<file path="src/hw/sppd_pkg.sv">
// constants, register map and types for the six-pin port
//
// Function
// - six pins, five bidirectional, one input only
// - direction bit one disables output driver
// - direction bit zero drives output latch bit, except pins five and four in crystal modes
// - input-only pin undriven, direction reads one
// - port read returns sampled pin levels
// - port write updates output latch and re-arms change compare
// - bit set/clear writes are read-modify-write on pins
// - external reset enabled reads input-only pin zero
// - direction still controls drivers when analog
// - analog-selected pins read as zero
// - analog-selected pins raise no change flag
// - analog select leaves digital output unchanged
// - rmw may clear analog output latch bit
// - bits seven and six read zero
// - crystal modes read direction five, four one
// - enabled peripheral overrides general pin use except on input-only pin
// - change flag on mismatch with last read
// - pull-up off while pin is output
package sppd_pkg;

    localparam int PINS   = 6;
    localparam int DATA_W = 8;
    localparam int ADDR_W = 4;

    // register offsets
    localparam logic [ADDR_W-1:0] OFS_PORT      = 4'h0;
    localparam logic [ADDR_W-1:0] OFS_DIR       = 4'h1;
    localparam logic [ADDR_W-1:0] OFS_ANALOG    = 4'h2;
    localparam logic [ADDR_W-1:0] OFS_CHG_EN    = 4'h3;
    localparam logic [ADDR_W-1:0] OFS_PULL_UP   = 4'h4;
    localparam logic [ADDR_W-1:0] OFS_FLAG      = 4'h5;
    localparam logic [ADDR_W-1:0] OFS_CONFIG    = 4'h6;
    localparam logic [ADDR_W-1:0] OFS_PORT_BSET = 4'h7;
    localparam logic [ADDR_W-1:0] OFS_PORT_BCLR = 4'h8;

    // implemented bits and reset values
    localparam logic [PINS-1:0] DIR_RESET        = 6'h3F;
    localparam logic [PINS-1:0] INPUT_ONLY_MASK  = 6'h08;
    localparam logic [PINS-1:0] OSC_PIN_MASK     = 6'h30;
    localparam logic [PINS-1:0] ANALOG_IMPL      = 6'h17;
    localparam logic [PINS-1:0] ANALOG_RESET     = 6'h17;
    localparam logic [PINS-1:0] PULL_UP_IMPL     = 6'h37;
    localparam logic [PINS-1:0] PULL_UP_RESET    = 6'h37;
    localparam logic [PINS-1:0] CHG_EN_RESET     = 6'h00;
    localparam logic [PINS-1:0] LATCH_RESET      = 6'h00;
    localparam logic [PINS-1:0] PINS_ZERO        = 6'h00;
    localparam logic [DATA_W-1:0] DATA_ZERO      = 8'h00;
    localparam logic [DATA_W-PINS-1:0] UPPER_ZERO = 2'h0;

    // field positions
    localparam int INPUT_ONLY_BIT  = 3;
    localparam int FLAG_BIT        = 0;
    localparam int CFG_EXT_RST_BIT = 0;
    localparam int CFG_OSC_LSB     = 1;
    localparam int CFG_OSC_MSB     = 2;

    typedef enum logic [1:0]
    {
        SPPD_OSC_OTHER,
        SPPD_OSC_LOW_POWER,
        SPPD_OSC_MEDIUM_GAIN,
        SPPD_OSC_HIGH_GAIN
    } sppd_osc_t;

endpackage : sppd_pkg

</file>
<file path="src/hw/sppd_sync.sv">
// three-stage pin input synchroniser with agreement filter
`timescale 1ns/10ps
module sppd_sync
(
    input  wire logic clk_sys,
    input  wire logic rst,
    input  wire logic pin_raw,
    output logic      pin_level
);

    logic stage1;
    logic stage2;
    logic stage3;
    logic next_level;

    always_comb
    begin
        next_level = pin_level;
        if (stage2 == stage3)
        begin
            next_level = stage3;
        end
    end

    always_ff @(posedge clk_sys)
    begin
        if (rst)
        begin
            stage1    <= 1'b0;
            stage2    <= 1'b0;
            stage3    <= 1'b0;
            pin_level <= 1'b0;
        end
        else
        begin
            stage1    <= pin_raw;
            stage2    <= stage1;
            stage3    <= stage2;
            pin_level <= next_level;
        end
    end

endmodule : sppd_sync

</file>
<file path="src/hw/sppd_port.sv">
// six-pin general-purpose port: latch, direction, analog select, change flag
`timescale 1ns/10ps
module sppd_port
(
    input  wire logic                          clk_sys,
    input  wire logic                          rst,
    input  wire logic [sppd_pkg::ADDR_W-1:0]   addr,
    input  wire logic [sppd_pkg::DATA_W-1:0]   wdata,
    input  wire logic                          wr,
    input  wire logic                          rd,
    output logic      [sppd_pkg::DATA_W-1:0]   rdata,
    input  wire logic [sppd_pkg::PINS-1:0]     pin_in,
    output logic      [sppd_pkg::PINS-1:0]     pin_out,
    output logic      [sppd_pkg::PINS-1:0]     pin_oe,
    output logic      [sppd_pkg::PINS-1:0]     pull_up_on,
    input  wire logic [sppd_pkg::PINS-1:0]     periph_en,
    input  wire logic [sppd_pkg::PINS-1:0]     periph_out,
    input  wire logic [sppd_pkg::PINS-1:0]     periph_oe,
    output logic                               pin_change_flag
);

    // register state
    logic [sppd_pkg::PINS-1:0] output_latch;
    logic [sppd_pkg::PINS-1:0] direction_bits;
    logic [sppd_pkg::PINS-1:0] analog_select;
    logic [sppd_pkg::PINS-1:0] change_detect_enable;
    logic [sppd_pkg::PINS-1:0] pull_up_enable;
    logic [sppd_pkg::PINS-1:0] last_read;
    logic                      external_reset_enable;
    sppd_pkg::sppd_osc_t       osc_mode;

    logic [sppd_pkg::PINS-1:0] next_output_latch;
    logic [sppd_pkg::PINS-1:0] next_direction_bits;
    logic [sppd_pkg::PINS-1:0] next_analog_select;
    logic [sppd_pkg::PINS-1:0] next_change_detect_enable;
    logic [sppd_pkg::PINS-1:0] next_pull_up_enable;
    logic [sppd_pkg::PINS-1:0] next_last_read;
    logic                      next_external_reset_enable;
    sppd_pkg::sppd_osc_t       next_osc_mode;
    logic                      next_pin_change_flag;

    // pin-side outputs and read data
    logic [sppd_pkg::PINS-1:0]   next_pin_out;
    logic [sppd_pkg::PINS-1:0]   next_pin_oe;
    logic [sppd_pkg::PINS-1:0]   next_pull_up_on;
    logic [sppd_pkg::DATA_W-1:0] next_rdata;

    // derived values
    logic [sppd_pkg::PINS-1:0]   pin_level_bits;
    logic [sppd_pkg::PINS-1:0]   digital_read;
    logic [sppd_pkg::PINS-1:0]   crystal_pins;
    logic [sppd_pkg::PINS-1:0]   direction_read;
    logic [sppd_pkg::PINS-1:0]   mismatch;
    logic                        crystal_mode;
    logic                        port_access;

    // pin input synchronisers
    genvar gi;
    generate
        for (gi = 0; gi < sppd_pkg::PINS; gi++)
        begin : g_sync
            sppd_sync u_sync
            (
                .clk_sys   (clk_sys),
                .rst       (rst),
                .pin_raw   (pin_in[gi]),
                .pin_level (pin_level_bits[gi])
            );
        end
    endgenerate

    // digital view of the pins and direction read-back
    always_comb
    begin
        crystal_mode = (osc_mode != sppd_pkg::SPPD_OSC_OTHER);
        crystal_pins = crystal_mode ? sppd_pkg::OSC_PIN_MASK : sppd_pkg::PINS_ZERO;
        digital_read = pin_level_bits & ~analog_select;
        if (external_reset_enable)
        begin
            digital_read[sppd_pkg::INPUT_ONLY_BIT] = 1'b0;
        end
        direction_read = direction_bits | crystal_pins
                       | sppd_pkg::INPUT_ONLY_MASK;
        mismatch = change_detect_enable & ~analog_select
                 & (digital_read ^ last_read);
        port_access = ((rd || wr) && (addr == sppd_pkg::OFS_PORT))
                    || (wr && (addr == sppd_pkg::OFS_PORT_BSET))
                    || (wr && (addr == sppd_pkg::OFS_PORT_BCLR));
    end

    // register writes
    always_comb
    begin
        next_output_latch          = output_latch;
        next_direction_bits        = direction_bits;
        next_analog_select         = analog_select;
        next_change_detect_enable  = change_detect_enable;
        next_pull_up_enable        = pull_up_enable;
        next_external_reset_enable = external_reset_enable;
        next_osc_mode              = osc_mode;
        if (wr)
        begin
            unique case (addr)
                sppd_pkg::OFS_PORT:
                begin
                    // whole-byte write: every pin bit is modified
                    next_output_latch = wdata[sppd_pkg::PINS-1:0];
                end
                sppd_pkg::OFS_PORT_BSET:
                begin
                    next_output_latch = digital_read
                                      | wdata[sppd_pkg::PINS-1:0];
                end
                sppd_pkg::OFS_PORT_BCLR:
                begin
                    next_output_latch = digital_read
                                      & ~wdata[sppd_pkg::PINS-1:0];
                end
                sppd_pkg::OFS_DIR:
                begin
                    next_direction_bits = wdata[sppd_pkg::PINS-1:0]
                                        | sppd_pkg::INPUT_ONLY_MASK;
                end
                sppd_pkg::OFS_ANALOG:
                begin
                    next_analog_select = wdata[sppd_pkg::PINS-1:0]
                                       & sppd_pkg::ANALOG_IMPL;
                end
                sppd_pkg::OFS_CHG_EN:
                begin
                    next_change_detect_enable = wdata[sppd_pkg::PINS-1:0];
                end
                sppd_pkg::OFS_PULL_UP:
                begin
                    next_pull_up_enable = wdata[sppd_pkg::PINS-1:0]
                                        & sppd_pkg::PULL_UP_IMPL;
                end
                sppd_pkg::OFS_CONFIG:
                begin
                    next_external_reset_enable = wdata[sppd_pkg::CFG_EXT_RST_BIT];
                    next_osc_mode = sppd_pkg::sppd_osc_t'(
                        wdata[sppd_pkg::CFG_OSC_MSB:sppd_pkg::CFG_OSC_LSB]);
                end
                default:
                begin
                    next_output_latch = output_latch;
                end
            endcase
        end
    end

    // change detection: last-read latch and sticky flag, set wins over clear
    always_comb
    begin
        next_last_read       = last_read;
        next_pin_change_flag = pin_change_flag;
        // a port access re-arms the compare against the fresh pin view
        if (port_access)
        begin
            next_last_read = digital_read;
        end
        if (wr && (addr == sppd_pkg::OFS_FLAG) && wdata[sppd_pkg::FLAG_BIT])
        begin
            next_pin_change_flag = 1'b0;
        end
        if (|mismatch)
        begin
            next_pin_change_flag = 1'b1;
        end
    end

    // pin drivers and pull-ups
    always_comb
    begin
        // analog select plays no part in the drive path
        next_pin_oe  = ~direction_bits & ~crystal_pins;
        next_pin_out = output_latch;
        for (int i = 0; i < sppd_pkg::PINS; i++)
        begin
            if (periph_en[i])
            begin
                next_pin_oe[i]  = periph_oe[i];
                next_pin_out[i] = periph_out[i];
            end
        end
        next_pin_oe  = next_pin_oe & ~sppd_pkg::INPUT_ONLY_MASK;
        next_pin_out = next_pin_out & ~sppd_pkg::INPUT_ONLY_MASK;
        next_pull_up_on = pull_up_enable & ~next_pin_oe
                        & ~analog_select & ~crystal_pins;
        // input-only pin pull-up follows the external reset option
        next_pull_up_on[sppd_pkg::INPUT_ONLY_BIT] = external_reset_enable;
    end

    // read data, valid only in the cycle after the strobe
    always_comb
    begin
        next_rdata = sppd_pkg::DATA_ZERO;
        if (rd)
        begin
            unique case (addr)
                sppd_pkg::OFS_PORT:
                begin
                    next_rdata = {sppd_pkg::UPPER_ZERO, digital_read};
                end
                sppd_pkg::OFS_DIR:
                begin
                    next_rdata = {sppd_pkg::UPPER_ZERO, direction_read};
                end
                sppd_pkg::OFS_ANALOG:
                begin
                    next_rdata = {sppd_pkg::UPPER_ZERO, analog_select};
                end
                sppd_pkg::OFS_CHG_EN:
                begin
                    next_rdata = {sppd_pkg::UPPER_ZERO,
                                  change_detect_enable | crystal_pins};
                end
                sppd_pkg::OFS_PULL_UP:
                begin
                    next_rdata = {sppd_pkg::UPPER_ZERO, pull_up_enable | crystal_pins};
                end
                sppd_pkg::OFS_FLAG:
                begin
                    next_rdata[sppd_pkg::FLAG_BIT] = pin_change_flag;
                end
                sppd_pkg::OFS_CONFIG:
                begin
                    next_rdata[sppd_pkg::CFG_EXT_RST_BIT] = external_reset_enable;
                    next_rdata[sppd_pkg::CFG_OSC_MSB:sppd_pkg::CFG_OSC_LSB] = osc_mode;
                end
                default:
                begin
                    next_rdata = sppd_pkg::DATA_ZERO;
                end
            endcase
        end
    end

    // register file
    always_ff @(posedge clk_sys)
    begin
        if (rst)
        begin
            output_latch          <= sppd_pkg::LATCH_RESET;
            direction_bits        <= sppd_pkg::DIR_RESET;
            analog_select         <= sppd_pkg::ANALOG_RESET;
            change_detect_enable  <= sppd_pkg::CHG_EN_RESET;
            pull_up_enable        <= sppd_pkg::PULL_UP_RESET;
            external_reset_enable <= 1'b0;
            osc_mode              <= sppd_pkg::SPPD_OSC_OTHER;
        end
        else
        begin
            output_latch          <= next_output_latch;
            direction_bits        <= next_direction_bits;
            analog_select         <= next_analog_select;
            change_detect_enable  <= next_change_detect_enable;
            pull_up_enable        <= next_pull_up_enable;
            external_reset_enable <= next_external_reset_enable;
            osc_mode              <= next_osc_mode;
        end
    end

    // change detection state
    always_ff @(posedge clk_sys)
    begin
        if (rst)
        begin
            last_read             <= sppd_pkg::PINS_ZERO;
            pin_change_flag       <= 1'b0;
        end
        else
        begin
            last_read             <= next_last_read;
            pin_change_flag       <= next_pin_change_flag;
        end
    end

    // pin drivers and pull-ups
    always_ff @(posedge clk_sys)
    begin
        if (rst)
        begin
            pin_out               <= sppd_pkg::PINS_ZERO;
            pin_oe                <= sppd_pkg::PINS_ZERO;
            pull_up_on            <= sppd_pkg::PINS_ZERO;
        end
        else
        begin
            pin_out               <= next_pin_out;
            pin_oe                <= next_pin_oe;
            pull_up_on            <= next_pull_up_on;
        end
    end

    // read data
    always_ff @(posedge clk_sys)
    begin
        if (rst)
        begin
            rdata                 <= sppd_pkg::DATA_ZERO;
        end
        else
        begin
            rdata                 <= next_rdata;
        end
    end

endmodule : sppd_port

</file>
<file path="config.mk">
export PLATFORM = sky130hd
export DESIGN_NAME = sppd_port
export DESIGN_NICKNAME = d
export VERILOG_FILES = /design/src/hw/sppd_pkg.sv /design/src/hw/sppd_sync.sv /design/src/hw/sppd_port.sv
export SDC_FILE = /design/constraint.sdc
export NUM_CORES = 1
export LEC_CHECK = 0
export ABC_CLOCK_PERIOD_IN_PS = 2100
export BUFFER_PORTS_ARGS = -buffer_cell sky130_fd_sc_hd__buf_4
export CORE_ASPECT_RATIO = 1.25
export CORE_MARGIN = 5
export CORE_UTILIZATION = 50
export CTS_BUF_LIST = sky130_fd_sc_hd__clkbuf_4 sky130_fd_sc_hd__clkbuf_8
export DETAILED_ROUTE_END_ITERATION = 6
export PLACE_DENSITY = 0.83
export SYNTH_ARGS = -nofsm -noshare
export SYNTH_HDL_FRONTEND = slang
export SYNTH_HIERARCHICAL = 1
export SYNTH_SLANG_ARGS = --single-unit
</file>
<file path="constraint.sdc">
create_clock -name clk_sys -period 2.1 [get_ports clk_sys]
set_input_delay 0.42 -clock clk_sys [delete_from_list [all_inputs] [get_ports clk_sys]]
set_output_delay 0.42 -clock clk_sys [all_outputs]
set_load 0.01 [all_outputs]
</file>
==> impl_metrics.csv <==
group,metric,value,unit
status,run_status,"finished, final reports clean",
sta,relSlewSlack,0.607,
sta,skew,0.0144,ns
grt,grt_pass1_vias,2735,
setup_path,critical_path_arrival,1.77,ns
power,power.leakage,0.00163,µW
clock_network,cts_sinks,81,
yosys,synth_cell_type_count,50,
setup_path,reg2reg_slack,0.69,ns
layout,layout-drive-gt1-share,0.212,
setup_path,critPathLaunchType,"primary input",
grt,grt.total_usage,0.196,
setup_path,cp_num_buf_inv,1,
layout,syn_to_final_growth,21.4,%
clock_network,cts_buffer_depth,2,
worst_hold_path,hold_path_class,"primary input to register",
setup_path,path_max_fanout,16,
sta,fin_tns_setup,0,ns
floorplanning,die_area,8410,µm²
clock_network,path_clk_slew,0.07,ns
setup_path,cp-endpoint,"change_detect_enable[5]",
yosys,async_flop_share,0,
setup_path,path_common_cell,"nor2_1",
grt,overflow,0,
placement,portBuffers,57,
sta,period_share,0.738,
power,vdd_ir_drop_max,392,µV
setup_path,slowest_stage,"and4_1",
yosys,netlist_area,3330,µm²
placement,placed_area,3850,µm²
yosys,yosysSeqAreaShare,0.487,
routing,drt-total-wl,7890,µm
grt,use_met3,0.0570,
sta,fmaxAchievable,645,MHz
setup_path,cp.required,2.32,ns
power,pwr-share-comb,0.094,
clock_network,hold_buffers,0,
floorplanning,initial_core_util,0.511,
floorplanning,core,6520,µm²
sta,rsz0062_at_grt,"false",
power,p_int,2280,µW
placement,routabilityCongestion,0.888,
setup_path,crit_path_max_incr_delay,0.54,ns
yosys,synth.area.top_cells,"dfxtp_1 49%, nor2b_1 5.1%, nor2_1 5.0%, mux2i_1 4.8%, a211o_1 3.7%",
setup_path,crit_type,"primary input to register",
power,p_clk_frac,0.367,
yosys,postSynthAreaPerCell,9.31,µm²
clock_network,cts_resized,0,
setup_path,cp.depth,5,
grt,use_met1,0.220,
layout,nNetsFinal,459,
clock_network,htreeDepth,3,
sta,setup_viol,0,
job,drv_cap,0,
setup_path,path_cells,"buf_4, nor2_1, and4_1, mux2i_1, nor2_1",
yosys,synth_edf_count,0,
grt,grt_start_max_net_pins,61,
clock_network,clk_latency,0.35,ns
placement,hpwl,5630,µm
layout,multiInputGateArea,1570,µm²
routing,drt_iter0_markers,241,
sta,finalHoldViolations,0,
grt,antenna_found_initial,0,
routing,avgRoutedWirePerCell,15.4,µm
clock_network,cts_root_buffer,"clkbuf_8",
setup_path,r2r_start,"analog_select[2]",
yosys,synth_flop_cell,"dfxtp_1",
layout,final_cell_area,4040,µm²
clock_network,cts_buffers,9,
setup_path,cp-startpoint,"addr[2]",
power,p_switching,689,µW
grt,grt.busiest_layer,"met2",
setup_path,cpLargestDelayFamily,"simple AND/OR/NAND/NOR gates",
layout,n_antenna_cell,0,
floorplanning,pin_count,67,
setup_path,r2r-end,"rdata[2]",
clock_network,post_cts_buffers,0,
yosys,yosysTopAreaCell,"dfxtp_1",
floorplanning,die_x,83.0,µm
yosys,synth.top_cell.area_share,0.487,
sta,slew_viol_final,0,
routing,drtAntennaViolNets,0,
floorplanning,die_y,101,µm
routing,vias,2835,
routing,post-route-drc-count,0,
yosys,ys_ff_latch,81,
power,p_seq_frac,0.539,
grt,met2_usage,0.343,
power,power.density,733,nW/µm²
floorplanning,rows,33,
setup_path,end_kind,"register",
grt,grt_pass1_wl,13100,µm
yosys,yosysWarnings,6,
power,swShare,0.232,
routing,drt_pass1_iterations,5,
setup_path,reg2regPathDepth,4,
sta,tightestPinTransition,0.590,ns
layout,fillers,573,
sta,period_needed,1.55,ns
layout,seqCellArea,1620,µm²
yosys,synthCells,358,
clock_network,cts_tree,"done",
routing,vias_per_cell,5.55,
## cells in the final DEF, fill, tap and decap left out, drive strengths merged, types with 9 or more instances in the layout
master and instances:
dfxtp 81, nor2b 27, buf 68, a211oi 9, nor3 11, inv 10
nand2 18, nor2 44, o21ai 19, mux2i 16, clkbuf 15, a21oi 24
a211o 14
## through the flow
stage	utilization	instances	power, µW	hold WS (ns)	worst slack [ns]
after floorplan	-	361	1780	0.414	0.304
after global placement	0.590	495	1900	0.415	0.266
after detailed placement	0.590	495	1910	0.422	0.212
after CTS	0.620	511	2990	0.259	0.583
after global routing	0.620	511	3090	0.263	0.437
final	0.620	511	2970	0.280	0.550
## cells by family after synthesis
kind of cell / Yosys count / synth area share
AO/OA/AOI/OAI: 87 / 0.178
XOR/XNOR: 6 / 0.0158
buffers and inverters: 31 / 0.0458
flip-flops: 81 / 0.487
multiplexers: 17 / 0.0548
other: 1 / 0.00113
AND/OR/NAND/NOR: 135 / 0.218
## sequential cells by signal, summed over array words and instances, names as in the netlist
signal,count
osc_mode,2
pin_change_flag,1
pin_oe,5
g_sync.u_sync/stage2,6
analog_select,4
external_reset_enable,1
g_sync.u_sync/pin_level,6
output_latch,5
last_read,6
change_detect_enable,6
g_sync.u_sync/stage1,6
pull_up_on,6
direction_bits,5
pull_up_enable,5
pin_out,5
rdata,6
g_sync.u_sync/stage3,6
## layout make-up
type,count,share of cell area
clock buffer,15,0.0464
clock inverter,1,0.00217
inverter,10,0.00928
multi-input combinational,249,0.388
sequential,81,0.401
tap,87,0.0269
timing repair buffer,68,0.126
## worst register-to-register path: stages, from the launching register on
cell,delay [ns]
dfxtp_1,0.48
nor2b_1,0.12
mux4_2,0.46
a21oi_1,0.19
nor2_1,0.07
## worst min path at each step
stage	start	endpoint	slack (ns)	cells past startpoint
floorplan	g_sync[0].u_sync/stage1	g_sync[0].u_sync/stage2	0.41	1
global placement	g_sync[3].u_sync/stage1	g_sync[3].u_sync/stage2	0.42	1
detailed placement	g_sync[3].u_sync/stage1	g_sync[3].u_sync/stage2	0.42	1
CTS	pin_in[1]	g_sync[1].u_sync/stage1	0.26	2
global route	pin_in[0]	g_sync[0].u_sync/stage1	0.26	2
finish	pin_in[1]	g_sync[1].u_sync/stage1	0.28	2
## power by group through the flow
stage	clock network (µW)	logic, µW	registers [µW]
final	1090	278	1600
after global routing	1180	306	1600
after CTS	1120	277	1600
after detailed placement	0	276	1630
after global placement	0	270	1630
after floorplan	0	149	1640
## per-layer routing
layer / share of wire / wire, µm / vias up
li1: - / - / 1385
met1: 0.39 / 3090 / 1303
met2: 0.51 / 4040 / 126
met3: 0.068 / 537 / 21
met4: 0.029 / 230 / 0
met5: 0 / 0 / -
## cell usage after synthesis (2+ instances only)
cell type / count
nor3b_1: 3
nand3_1: 4
o21ai_1: 16
a211o_1: 14
o21a_1: 3
xor2_1: 3
nor2_1: 44
clkbuf_1: 7
mux2i_1: 16
and3_1: 5
xnor2_1: 3
and4b_1: 2
buf_2: 5
o21ai_0: 3
buf_6: 2
nand4b_1: 6
nor3_2: 2
inv_1: 9
a211oi_1: 9
a31oi_1: 2
nor3_1: 9
a21oi_1: 24
buf_4: 4
o31ai_1: 4
buf_1: 3
nand2_1: 18
nand3b_1: 4
dfxtp_1: 81
nor2b_1: 27
a311oi_1: 3
nand2b_1: 4
No activity file was read; power rests on OpenSTA's default activity.
